File: src/logic/pgfs_pkg.sv
// constants for the power-good and fault supervisor
package pgfs_pkg;
    localparam int DW = 8;
    localparam int AW = 8;
    // register offsets
    localparam logic [AW-1:0] ADDR_FAULT   = 8'h00;
    localparam logic [AW-1:0] ADDR_STATUS  = 8'h01;
    localparam logic [AW-1:0] ADDR_RO_LAST = 8'h03;
    localparam logic [AW-1:0] ADDR_TRIP    = 8'h04;
    localparam logic [AW-1:0] ADDR_MASK    = 8'h14;
    localparam logic [AW-1:0] ADDR_CTRL    = 8'h22;
    // fault flag bit positions
    localparam int FB_OV    = 0;
    localparam int FB_SC    = 1;
    localparam int FB_HS    = 2;
    localparam int FB_THERM = 3;
    localparam int FB_VDR   = 4;
    // status layout
    localparam int NCH        = 4;
    localparam int NEXT       = 2;
    localparam int ST_EXT_LSB = 4;
    localparam int ST_RANGE_W = 6;
    localparam int ST_SUMMARY = 7;
    // control bit: 0 open drain, 1 driven output
    localparam int CTRL_PUSH_PULL = 3;
    // nonvolatile defaults
    localparam logic [DW-1:0] MASK_RESET_DEF = 8'h00;
    localparam logic [DW-1:0] CTRL_RESET_DEF = 8'h00;
    localparam logic [DW-1:0] ZERO_BYTE      = 8'h00;
    localparam int NCS_DEF = 3;
endpackage

File: src/logic/pgfs_supervisor.sv
// power-good status, sticky fault flags and channel shutdown control
`timescale 1ns/10ps
`default_nettype none
module pgfs_supervisor
#(
    parameter int                     NCS        = pgfs_pkg::NCS_DEF,
    parameter logic [pgfs_pkg::DW-1:0] MASK_RESET = pgfs_pkg::MASK_RESET_DEF,
    parameter logic [pgfs_pkg::DW-1:0] CTRL_RESET = pgfs_pkg::CTRL_RESET_DEF
)
(
    // clock and reset
    input  wire logic                      clk,
    input  wire logic                      sys_rst,
    input  wire logic                      ce,
    // asynchronous pins and comparators
    input  wire logic                      global_en_pin,
    input  wire logic [pgfs_pkg::NCH-1:0]  ch_above_hi,
    input  wire logic [pgfs_pkg::NCH-1:0]  ch_below_lo,
    input  wire logic [pgfs_pkg::NEXT-1:0] ext_above_thr,
    input  wire logic [pgfs_pkg::NCH-1:0]  ov_detect,
    input  wire logic [pgfs_pkg::NCH-1:0]  sc_detect,
    input  wire logic [pgfs_pkg::NCH-1:0]  hs_detect,
    input  wire logic                      thermal_hot,
    input  wire logic                      drive_rail_low,
    input  wire logic [NCS-1:0]            oc_detect,
    // sequencer and enable logic, same clock
    input  wire logic                      seq_done,
    input  wire logic                      seq_blank,
    input  wire logic [pgfs_pkg::NCH-1:0]  ch_enable,
    input  wire logic [pgfs_pkg::NEXT-1:0] ext_enable,
    input  wire logic [NCS-1:0]            cs_enable,
    input  wire logic [1:0]                aon_enable,
    // register port from the serial engine
    input  wire logic                      reg_wr,
    input  wire logic                      reg_rd,
    input  wire logic [pgfs_pkg::AW-1:0]   reg_addr,
    input  wire logic [pgfs_pkg::DW-1:0]   reg_wdata,
    output logic      [pgfs_pkg::DW-1:0]   reg_rdata,
    output logic                           reg_ack,
    // power-ok pin
    output logic                           power_ok_output,
    output logic                           power_ok_oe_n,
    // channel run controls
    output logic      [pgfs_pkg::NCH-1:0]  ch_run,
    output logic      [pgfs_pkg::NEXT-1:0] ext_run,
    output logic      [NCS-1:0]            cs_run,
    output logic      [1:0]                aon_run
);
    import pgfs_pkg::*;

    if (NCS < 1 || NCS > DW) begin : g_chk
        $error("NCS must be 1 to 8");
    end

    // two-flop synchronisers
    logic                en_m, en_s;
    logic [NCH-1:0]      hi_m, hi_s, lo_m, lo_s;
    logic [NEXT-1:0]     ex_m, ex_s;
    logic [NCH-1:0]      ov_m, ov_s, sc_m, sc_s, hs_m, hs_s;
    logic                th_m, th_s, vd_m, vd_s;
    logic [NCS-1:0]      oc_m, oc_s;

    always_ff @(posedge clk) begin
        if (sys_rst) begin
            {en_m, en_s, th_m, th_s, vd_m, vd_s} <= '0;
            {hi_m, hi_s, lo_m, lo_s, ex_m, ex_s} <= '0;
            {ov_m, ov_s, sc_m, sc_s, hs_m, hs_s} <= '0;
            {oc_m, oc_s} <= '0;
        end else if (ce) begin
            en_m <= global_en_pin;
            en_s <= en_m;
            hi_m <= ch_above_hi;
            hi_s <= hi_m;
            lo_m <= ch_below_lo;
            lo_s <= lo_m;
            ex_m <= ext_above_thr;
            ex_s <= ex_m;
            ov_m <= ov_detect;
            ov_s <= ov_m;
            sc_m <= sc_detect;
            sc_s <= sc_m;
            hs_m <= hs_detect;
            hs_s <= hs_m;
            th_m <= thermal_hot;
            th_s <= th_m;
            vd_m <= drive_rail_low;
            vd_s <= vd_m;
            oc_m <= oc_detect;
            oc_s <= oc_m;
        end
    end

    // register state
    logic [DW-1:0]  mask;
    logic [DW-1:0]  ctrl;
    logic [NCH-1:0] ch_in_range;
    logic [NCH-1:0] ov_rec, sc_rec, hs_rec;
    logic           therm_flag, vdr_flag;
    logic [NCS-1:0] trip;

    logic wr_fault, wr_trip, wr_ro, vdr_cause;
    assign wr_fault = reg_wr && (reg_addr == ADDR_FAULT);
    assign wr_trip  = reg_wr && (reg_addr == ADDR_TRIP);
    assign wr_ro    = reg_wr && (reg_addr >= ADDR_STATUS) && (reg_addr <= ADDR_RO_LAST);
    assign vdr_cause = vd_s && en_s;

    always_ff @(posedge clk) begin
        if (sys_rst) begin
            mask <= MASK_RESET;
            ctrl <= CTRL_RESET;
        end else if (ce && reg_wr) begin
            if (reg_addr == ADDR_MASK) begin
                mask <= reg_wdata;
            end
            if (reg_addr == ADDR_CTRL) begin
                ctrl <= reg_wdata;
            end
        end
    end

    always_ff @(posedge clk) begin
        if (sys_rst) begin
            ch_in_range <= '0;
        end else if (ce) begin
            ch_in_range <= (ch_in_range & ~lo_s) | hi_s;
        end
    end

    always_ff @(posedge clk) begin
        if (sys_rst) begin
            ov_rec <= '0;
            sc_rec <= '0;
            hs_rec <= '0;
        end else if (ce) begin
            ov_rec <= (ov_rec & ~{NCH{wr_fault && reg_wdata[FB_OV]}}) | ov_s;
            sc_rec <= (sc_rec & ~{NCH{wr_fault && reg_wdata[FB_SC]}}) | sc_s;
            hs_rec <= (hs_rec & ~{NCH{wr_fault && reg_wdata[FB_HS]}}) | hs_s;
        end
    end

    // live cause re-sets the flag, so a clear is refused
    always_ff @(posedge clk) begin
        if (sys_rst) begin
            therm_flag <= 1'b0;
            vdr_flag   <= 1'b0;
        end else if (ce) begin
            therm_flag <= (therm_flag && !(wr_fault && reg_wdata[FB_THERM])) || th_s;
            vdr_flag   <= (vdr_flag && !(wr_fault && reg_wdata[FB_VDR])) || vdr_cause;
        end
    end

    // sticky trip flags, write one clears
    always_ff @(posedge clk) begin
        if (sys_rst) begin
            trip <= '0;
        end else if (ce) begin
            trip <= (trip & ~({NCS{wr_trip}} & reg_wdata[NCS-1:0])) | (oc_s & {NCS{en_s}});
        end
    end

    // status and fault views
    logic [DW-1:0] fault_view, status_view, trip_view;
    logic [ST_RANGE_W-1:0] range_eff;
    logic global_flt, any_fault, pok_level, push_pull;
    logic [NCH-1:0] chan_shut;

    assign range_eff = {ex_s, ch_in_range} | mask[ST_RANGE_W-1:0];
    always_comb begin
        status_view = ZERO_BYTE;
        status_view[ST_RANGE_W-1:0] = range_eff;
        status_view[ST_SUMMARY] = &range_eff;
    end
    always_comb begin
        fault_view = ZERO_BYTE;
        fault_view[FB_OV]    = |ov_rec;
        fault_view[FB_SC]    = |sc_rec;
        fault_view[FB_HS]    = |hs_rec;
        fault_view[FB_THERM] = therm_flag;
        fault_view[FB_VDR]   = vdr_flag;
    end
    always_comb begin
        trip_view = ZERO_BYTE;
        trip_view[NCS-1:0] = trip;
    end

    assign global_flt = therm_flag || vdr_flag;
    assign any_fault  = (fault_view != ZERO_BYTE);
    assign chan_shut  = ov_rec | sc_rec | hs_rec;
    // blanked during delays and soft start
    assign pok_level  = en_s && seq_done && !seq_blank && !any_fault && status_view[ST_SUMMARY];
    assign push_pull  = ctrl[CTRL_PUSH_PULL];

    always_ff @(posedge clk) begin
        if (sys_rst) begin
            power_ok_output <= 1'b0;
            power_ok_oe_n   <= 1'b0;
        end else if (ce) begin
            power_ok_output <= push_pull && pok_level;
            power_ok_oe_n   <= !push_pull && (pok_level || !en_s);
        end
    end

    // run again once records clear, enable high
    always_ff @(posedge clk) begin
        if (sys_rst) begin
            ch_run  <= '0;
            ext_run <= '0;
        end else if (ce) begin
            ch_run  <= ch_enable & {NCH{en_s && !global_flt}} & ~chan_shut;
            ext_run <= ext_enable & {NEXT{en_s && !global_flt && (chan_shut == '0)}};
        end
    end

    // global faults stop the load switches too
    always_ff @(posedge clk) begin
        if (sys_rst) begin
            cs_run  <= '0;
            aon_run <= '0;
        end else if (ce) begin
            cs_run  <= cs_enable & ~trip & {NCS{!global_flt}};
            aon_run <= aon_enable;
        end
    end

    // register reads and acknowledge
    // no ack on read-only writes
    // access stays live in every fault state
    always_ff @(posedge clk) begin
        if (sys_rst) begin
            reg_rdata <= ZERO_BYTE;
            reg_ack   <= 1'b0;
        end else if (ce) begin
            reg_ack <= (reg_wr && !wr_ro) || reg_rd;
            if (reg_rd) begin
                case (reg_addr)
                    ADDR_FAULT:  reg_rdata <= fault_view;
                    ADDR_STATUS: reg_rdata <= status_view;
                    ADDR_TRIP:   reg_rdata <= trip_view;
                    ADDR_MASK:   reg_rdata <= mask;
                    ADDR_CTRL:   reg_rdata <= ctrl;
                    default:     reg_rdata <= ZERO_BYTE;
                endcase
            end
        end
    end
endmodule
`default_nettype wire

File: config.mk
export PLATFORM = sky130hd
export DESIGN_NAME = pgfs_supervisor
export DESIGN_NICKNAME = d
export VERILOG_FILES = /design/src/logic/pgfs_pkg.sv /design/src/logic/pgfs_supervisor.sv
export SDC_FILE = /design/constraint.sdc
export NUM_CORES = 1
export LEC_CHECK = 0
export BUFFER_PORTS_ARGS = -buffer_cell sky130_fd_sc_hd__buf_2
export CAP_MARGIN = 0
export CORE_AREA = 4 4 129 156
export CTS_CLUSTER_DIAMETER = 200
export DETAILED_ROUTE_END_ITERATION = 10
export DIE_AREA = 0 0 133 160
export PLACE_DENSITY_LB_ADDON = 0.12
export SKIP_LAST_GASP = 1
export SLEW_MARGIN = 25
export SYNTH_ARGS = -nofsm -noshare
export SYNTH_HDL_FRONTEND = slang
export SYNTH_SLANG_ARGS = --single-unit
File: constraint.sdc
create_clock -name clk -period 1.59 [get_ports clk]
set_input_delay 0.2385 -clock clk [delete_from_list [all_inputs] [get_ports clk]]
set_output_delay 0.2385 -clock clk [all_outputs]
set_load 0.05 [all_outputs]
# Word-level counts from Yosys, hierarchy flattened
# Index checks and enable logic that the tools add are counted.
[word_totals]
ff_bits = 115
latch_bits = 0
ramBits = 0
mem_bits_ro = 0
input_bits = 62
elab_cells = 116
n_memories = 0
[op_classes]
add_sub_neg = 0
n_mul = 0
div_mod_pow = 0
order_cmp = 2
eq_ne = 4
n_shift = 0
n_mux = 1
bitwise = 27
n_reduce_logical = 45
[ops]
columns = ["operator", "n"]
rows = [
  ["$pmux W8 S5", 1],
  ["$and A4 B4 Y4", 6],
  ["$or A4 B4 Y4", 6],
  ["$logic_and A1 B1 Y1", 22],
  ["$not A4 Y4", 5],
  ["$and A3 B3 Y3", 5],
  ["$reduce_or A4 Y1", 3],
  ["$eq A8 B1 Y1 const B", 1],
  ["$eq A8 B3 Y1 const B", 1],
  ["$eq A8 B5 Y1 const B", 1],
  ["$eq A8 B6 Y1 const B", 1],
  ["$ge A8 B1 Y1 const B", 1],
  ["$le A8 B2 Y1 const B", 1],
  ["$logic_not A1 Y1", 8],
  ["$logic_not A8 Y1", 1],
  ["$reduce_bool A8 Y1", 1],
  ["$not A3 Y3", 2],
  ["$or A6 B6 Y6", 1],
  ["$reduce_and A2 Y1", 3],
  ["$reduce_and A6 Y1", 1],
  ["$logic_or A1 B1 Y1", 5],
  ["$logic_not A4 Y1", 1],
  ["$or A3 B3 Y3", 1],
  ["$and A2 B2 Y2", 1],
]

# Longest topological paths before layout
# Gate-level depths: netlist (run 1).
[logic_depth]
word_depth = 7
depth_mapped = 6
ltp_nobuf = 4

# Worst setup path after synthesis (run 1)
# OpenSTA, ideal clock, no wires.
[synth_path]
kind = "input to register"
startpoint = "in reg_addr[2] (netlist bit)"
endpoint = "reg mask[1]"
setup_ns = 0.128
t_arrival_ns = 1.349
required_time_ns = 1.462
path_slack_ns = 0.114
path_stages = 5
cell_sequence = "buf_2 nor4b_4 nand4_2 mux2i_1 nor2_1"
[synth_via]
elab_chain_cells = 2
[synth_lines]
columns = ["item", "line_no", "rtl"]
rows = [
  ["start: declaration", "pgfs_supervisor.sv:36", "input wire logic [pgfs_pkg::AW-1:0] reg_addr,"],
  ["$eq A8 B5 Y1", "pgfs_supervisor.sv:112", "if (reg_addr == ADDR_MASK) begin"],
  ["$reduce_and A2 Y1 (no line)", "-", ""],
  ["end signal: assignment", "pgfs_supervisor.sv:113", "mask <= reg_wdata;"],
  ["end: declaration", "pgfs_supervisor.sv:94", "logic [DW-1:0] mask;"],
]
# No other way between the ends.
# A chain may end at the register's enable or synchronous reset.

# Final worst setup path (run 1)
[layout_path]
startpoint = "reg mask[0]"
endpoint = "reg power_ok_oe_n"
[layout_via]
elab_chain_cells = 5
[layout_lines]
columns = ["item", "line_no", "rtl"]
rows = [
  ["$or A6 B6 Y6", "pgfs_supervisor.sv:167", "assign range_eff = {ex_s, ch_in_range} | mask[ST_RANGE_W-1:0];"],
  ["$reduce_and A6 Y1", "pgfs_supervisor.sv:171", "status_view[ST_SUMMARY] = &range_eff;"],
  ["$logic_and A1 B1 Y1", "pgfs_supervisor.sv:190", "assign pok_level = en_s && seq_done && !seq_blank && !any_fault && status_view[ST_SUMMARY];"],
  ["$logic_or A1 B1 Y1", "pgfs_supervisor.sv:199", "power_ok_oe_n <= !push_pull && (pok_level || !en_s);"],
  ["$logic_and A1 B1 Y1", "pgfs_supervisor.sv:199", ""],
  ["end signal: assignment", "pgfs_supervisor.sv:199", ""],
  ["end: declaration", "pgfs_supervisor.sv:42", "output logic power_ok_oe_n,"],
]
# No other way between the ends.

==> out/qor.yml, run 1 <==
status: "completed"
avgViaCountPerCell: 4.48
synth_cells: 481
cts_buffers: 17
core_area_um2: 18600
die_w_um: 133
final-hold-violation-count: 0
p_total_mw: 7.22
tightest_slew_ns: 0.513
layout_common_cells: "dfxtp_1 (115), nor2_1 (86), buf_2 (81)"
slew_headroom_pct: 64.9
cp-endpoint: "power_ok_oe_n"
layout-area-overhead-vs-synth_pct: 32.0
place_hpwl_mm: 9.97
reg2regPathDepth: 4
cts_setup_buffers: 0
cp-end-kind: "register"
numPortBuffers: 83
vias: 3822
yosys_warnings: 0
period_share_pct: 91.8
wl_per_cell_um: 15.7
place_inst: 822
r2r_slack_ns: 0.13
rows: 55
reg2reg_to: "power_ok_oe_n"
h-tree-depth: 4
synth_flop_cell: "dfxtp_1"
fin_nets: 647
die_h_um: 160
crit_fanout: 4
fin_area_um2: 6080
root_buffer: "clkbuf_16"
grt_pass1_wl_mm: 21.5
syn_area_per_cell_um2: 9.58
finalSetupViolCount: 0
grt_use_total_pct: 12.9
clockBufferDepth: 2
path_clk_slew_ns: 0.06
critPathLaunchType: "register"
hold_class: "primary input to register"
synth-seq-cells: 115
fin_ws_ns: 0.131
maxCapViolCount: 0
antenna_found_initial: 0
finalClockSkew_ns: 0.00605
drive_above_1_share_pct: 26.4
power_density_nw_per_um2: 1190
fin_cells: 854
r2r-start: "mask[0]"
boundaryPins: 84
crit_arrival_ns: 1.79
post-place-ws_ns: -0.0272
fmax_ghz: 0.685
final_common_cell: "dfxtp_1"
crit_required_ns: 1.92
synth_area_um2: 4610
grt_start_max_net_pins: 57
drt_iter0_drc: 204
ant_nets: 0
ir_worst_vdd_uv: 704
clock_latency_ns: 0.41
critPathLaunch: "mask[0]"
p_leak_nw: 2.67
async_flop_share_pct: 0
ys_types: 48
criticalPathCategory: "register to register"
slew_violations: 0
grt_pass1_vias: 3952
cts_tree: "done"
drtPass1Iterations: 4
grt_overflow: 0
synth_fp_nets: 543
gp_congestion: 0.797
dieArea_um2: 21300
fin_crit_ns: 1.46
synth_edf_count: 0
hold_ws_ns: 0.0618
routed_wl_mm: 13.4
initial_core_util_pct: 24.7
antennaDiodeCount: 0
drc: 0
place_area_um2: 5510
rsz0062_at_grt: "no"
cts.sinks: 115
final_util_pct: 32.6
finalSetupTns_ns: 0
yosysSeqAreaShare_pct: 50.0
-- layer usage --
metal  vias up  track usage, %  share of wire (%)
met5         -               0                  0
li1       1913               -                  -
met3        17            3.43                4.1
met2        82            21.8                 49
met1      1810            15.7                 45
met4         0            4.77                1.8
-- worst min path at each step --
stage / startpoint / end / slack [ns] / cells past startpoint
detailed placement: reg_rdata[1] / reg_rdata[1] / 0.44 / 2
global placement: reg_rdata[7] / reg_rdata[7] / 0.44 / 2
finish: ch_below_lo[3] / lo_m[3] / 0.06 / 3
CTS: ch_below_lo[3] / lo_m[3] / 0.05 / 3
global route: ch_above_hi[3] / hi_m[3] / 0.06 / 3
floorplan: reg_wdata[0] / ctrl[0] / 0.38 / 2
-- synthesized netlist by cell type, types with 2 or more instances --
library cell	n	area [um^2]
and3b_1	2	17.5
buf_1	3	11.3
a32oi_1	5	43.8
a211oi_1	2	15.0
o21ai_1	2	10.0
and2_1	4	25.0
and3_1	7	43.8
nor3_1	8	40.0
and2_0	2	12.5
a222oi_1	3	30.0
a2111oi_0	2	17.5
nand2_1	37	139
mux2i_1	75	751
o22ai_1	3	18.8
a21oi_1	26	130
nand4b_1	5	43.8
mux2_2	3	33.8
buf_2	8	40.0
clkbuf_1	15	56.3
a221oi_2	2	30.0
nor2_1	86	323
inv_1	8	30.0
nand3_1	3	15.0
nand4_1	3	18.8
nor4b_4	2	47.6
dfxtp_1	115	2300
o21ai_0	25	125
a22oi_1	5	37.5
-- critical path: stages, from the launching register on --
cell	delay, ns
dfxtp_1	0.40
o22ai_1	0.13
nor3_1	0.40
nand4_1	0.20
a211oi_1	0.25
-- what timing repair did --
item,in CTS,in global routing
hold buffers,0,0
setup endpoints to repair,0,1
gates resized for setup,0,1
-- area by class of cell --
| type | instances | area (um^2) |
|---|---|---|
| sequential | 115 | 2300 |
| multi-input combinational | 330 | 2150 |
| clock buffer | 20 | 467 |
| clock inverter | 12 | 106 |
| fill | 1964 | 12600 |
| timing repair buffer | 112 | 701 |
| inverter | 9 | 33.8 |
| tap | 256 | 320 |
-- state kept, by name, indices dropped and copies added (netlist names), 4 cells and up --
signal,count
sc_s,4
sc_rec,4
lo_m,4
hs_m,4
ov_rec,4
sc_m,4
lo_s,4
hi_m,4
ch_run,4
ctrl,8
ov_s,4
hs_s,4
mask,8
ov_m,4
hs_rec,4
reg_rdata,8
ch_in_range,4
hi_s,4
-- report_power, final --
group	switching (mW)	internal, mW
combinational	0.326	0.239
clock	1.36	2.26
sequential	0.0540	2.98
total	1.74	5.48
-- cell families (layout without fill, tap and decap cells) --
| family | after synthesis | in the layout | synth area share, % |
|---|---|---|---|
| AOI/OAI and AO/OA | 81 | 81 | 11.2 |
| DFF | 115 | 115 | 50.0 |
| and+or+nand+nor | 171 | 171 | 18.5 |
| muxes | 78 | 78 | 17.0 |
| buffers and inverters | 36 | 153 | 3.31 |
Power figures use the tool's default switching activity.
==> inputs of run 2 (changes only) <==
--- a/config.mk
+++ b/config.mk
@@ -5,12 +5,12 @@
 export SDC_FILE = /design/constraint.sdc
 export NUM_CORES = 1
 export LEC_CHECK = 0
-export BUFFER_PORTS_ARGS = -buffer_cell sky130_fd_sc_hd__buf_2
 export CAP_MARGIN = 0
 export CORE_AREA = 4 4 129 156
 export CTS_CLUSTER_DIAMETER = 200
 export DETAILED_ROUTE_END_ITERATION = 10
 export DIE_AREA = 0 0 133 160
+export DONT_BUFFER_PORTS = 1
 export PLACE_DENSITY_LB_ADDON = 0.12
 export SKIP_LAST_GASP = 1
 export SLEW_MARGIN = 25
==> run 2 against run 1 <==
Effect of this change: utilization grew 1.5 points; highest routed layer unchanged; critical path type unchanged; sequential share of layout area fell by 1.7 points; sequential power is essentially flat; cell count fell by 0.94%; die area did not move; critical endpoint is now reg_rdata[2]; via count is 0.18% lower; total power decreased by 2.7%; clock skew about the same; first-iteration DRC count shrank 34%; largest cell class unchanged.
==> out/qor.yml, run 2 (synthesized netlist as in run 1, its figures left out) <==
status: "completed"
rsz0062_at_grt: "no"
cts_buffers: 17
ir_worst_vdd_uv: 685
drt_iter0_drc: 134
grt_pass1_vias: 3985
dieArea_um2: 21300
cp-end-kind: "register"
crit_fanout: 3
largestRegisters: "ctrl (8), mask (8), reg_rdata (8)"
finalSetupViolCount: 0
die_h_um: 160
maxCapViolCount: 0
net-switching-power_mw: 1.51
antennaDiodeCount: 0
critPathLaunchType: "register"
crit_required_ns: 1.87
drtPass1Iterations: 4
antenna_found_initial: 0
p_comb_share_pct: 6.0
cts.sinks: 115
finalClockSkew_ns: 0.00561
h-tree-depth: 4
die_w_um: 133
final_util_pct: 34.1
fin_nets: 640
period_share_pct: 99.9
wl_per_cell_um: 15.9
p_int_mw: 5.51
fmax_ghz: 0.629
grt_use_total_pct: 13.3
rows: 55
hold_class: "primary input to register"
grt_pass1_wl_mm: 22.0
core_area_um2: 18600
gp_congestion: 0.831
slew_violations: 0
path_clk_slew_ns: 0.05
layout-area-overhead-vs-synth_pct: 38.2
cts_tree: "done"
place_hpwl_mm: 9.10
swShare_pct: 21.6
ant_nets: 0
criticalPathCategory: "register to register"
slew_headroom_pct: 55.2
root_buffer: "clkbuf_16"
fin_area_um2: 6370
grt_overflow: 0
drive_above_1_share_pct: 11.9
tightest_slew_ns: 0.655
clockBufferDepth: 2
p_clk_share_pct: 50.5
place_inst: 735
finalSetupTns_ns: 0
fin_cells: 846
grt_start_max_net_pins: 95
vias: 3815
clock_latency_ns: 0.41
drc: 0
boundaryPins: 84
avgViaCountPerCell: 4.51
crit_arrival_ns: 1.87
p_leak_nw: 2.74
final-hold-violation-count: 0
layout_common_cells: "dfxtp_1 (114), nor2_1 (85), dlygate4sd3_1 (77)"
place_area_um2: 5000
pwr-share-seq_pct: 43.6
p_total_mw: 7.02
fin_crit_ns: 1.59
initial_core_util_pct: 24.7
numPortBuffers: 0
routed_wl_mm: 13.5
power_density_nw_per_um2: 1100
final_common_cell: "dfxtp_1"
-- run 2: changes by cell type in the layout (fill, tap and decap cells not counted), moves of 2 or more --
cell	change
o21ai_1	+2
dlygate4sd3_1	+77
clkbuf_1	+5
o21ai_0	-2
buf_2	-81
buf_12	-5
clkinvlp_4	-7
-- run 2: through the flow --
stage          hold WS (ns)  setup WS, ns
6_report             0.0165       0.00129
5_1_grt              0.0324       0.00474
4_1_cts            0.000821        0.0185
3_5_place_dp          0.322        0.0696
3_3_place_gp          0.323         0.116
2_1_floorplan         0.382         0.114
-- run 2: critical path, cell delays in order, from the launching register on --
cell	delay, ns
dfxtp_1	0.32
nor3_1	0.28
a221oi_2	0.11
a2111oi_0	0.63
o21ai_1	0.11
-- run 2: cell type report --
class | instances | area (um^2)
sequential | 115 | 2300
timing repair buffer | 105 | 1000
tap | 256 | 320
clock inverter | 5 | 50.0
fill | 1946 | 12300
inverter | 9 | 33.8
multi-input combinational | 330 | 2160
clock buffer | 26 | 499
-- run 2: per-layer routing --
metal / vias up / GRT usage (%) / wire length [um]
met3: 20 / 3.69 / 622
met5: - / 0 / 0
met1: 1821 / 16.0 / 5940
met4: 0 / 6.29 / 316
met2: 77 / 21.8 / 6590
li1: 1897 / - / -
-- run 2: path summary, 6_finish.rpt --
check,cells after the start,start,slack (ns),end
worst max-delay path,4,hs_rec[3],0.001,reg_rdata[2]
worst min-delay path,2,ch_enable[3],0.02,ch_run[3]
worst max register to register,4,hs_rec[3],0.001,reg_rdata[2]
worst min register to register,2,reg_rdata[7],0.46,reg_rdata[7]
-- run 2: power groups by stage --
stage          Sequential (mW)  Combinational (mW)  Clock (mW)
6_report                  3.06               0.419        3.54
5_1_grt                   3.07               0.465        3.79
4_1_cts                   3.06               0.422        3.66
3_5_place_dp              3.12               0.285           0
3_3_place_gp              3.12               0.282           0
2_1_floorplan             3.11               0.295           0
-- run 2: repair_timing --
item | in CTS | in global routing
endpoints found under the hold margin | 109 | 0
resized for setup | 0 | 6
buffers inserted | 0 | 2
hold buffers | 78 | 0
endpoints found under the setup margin | 0 | 13
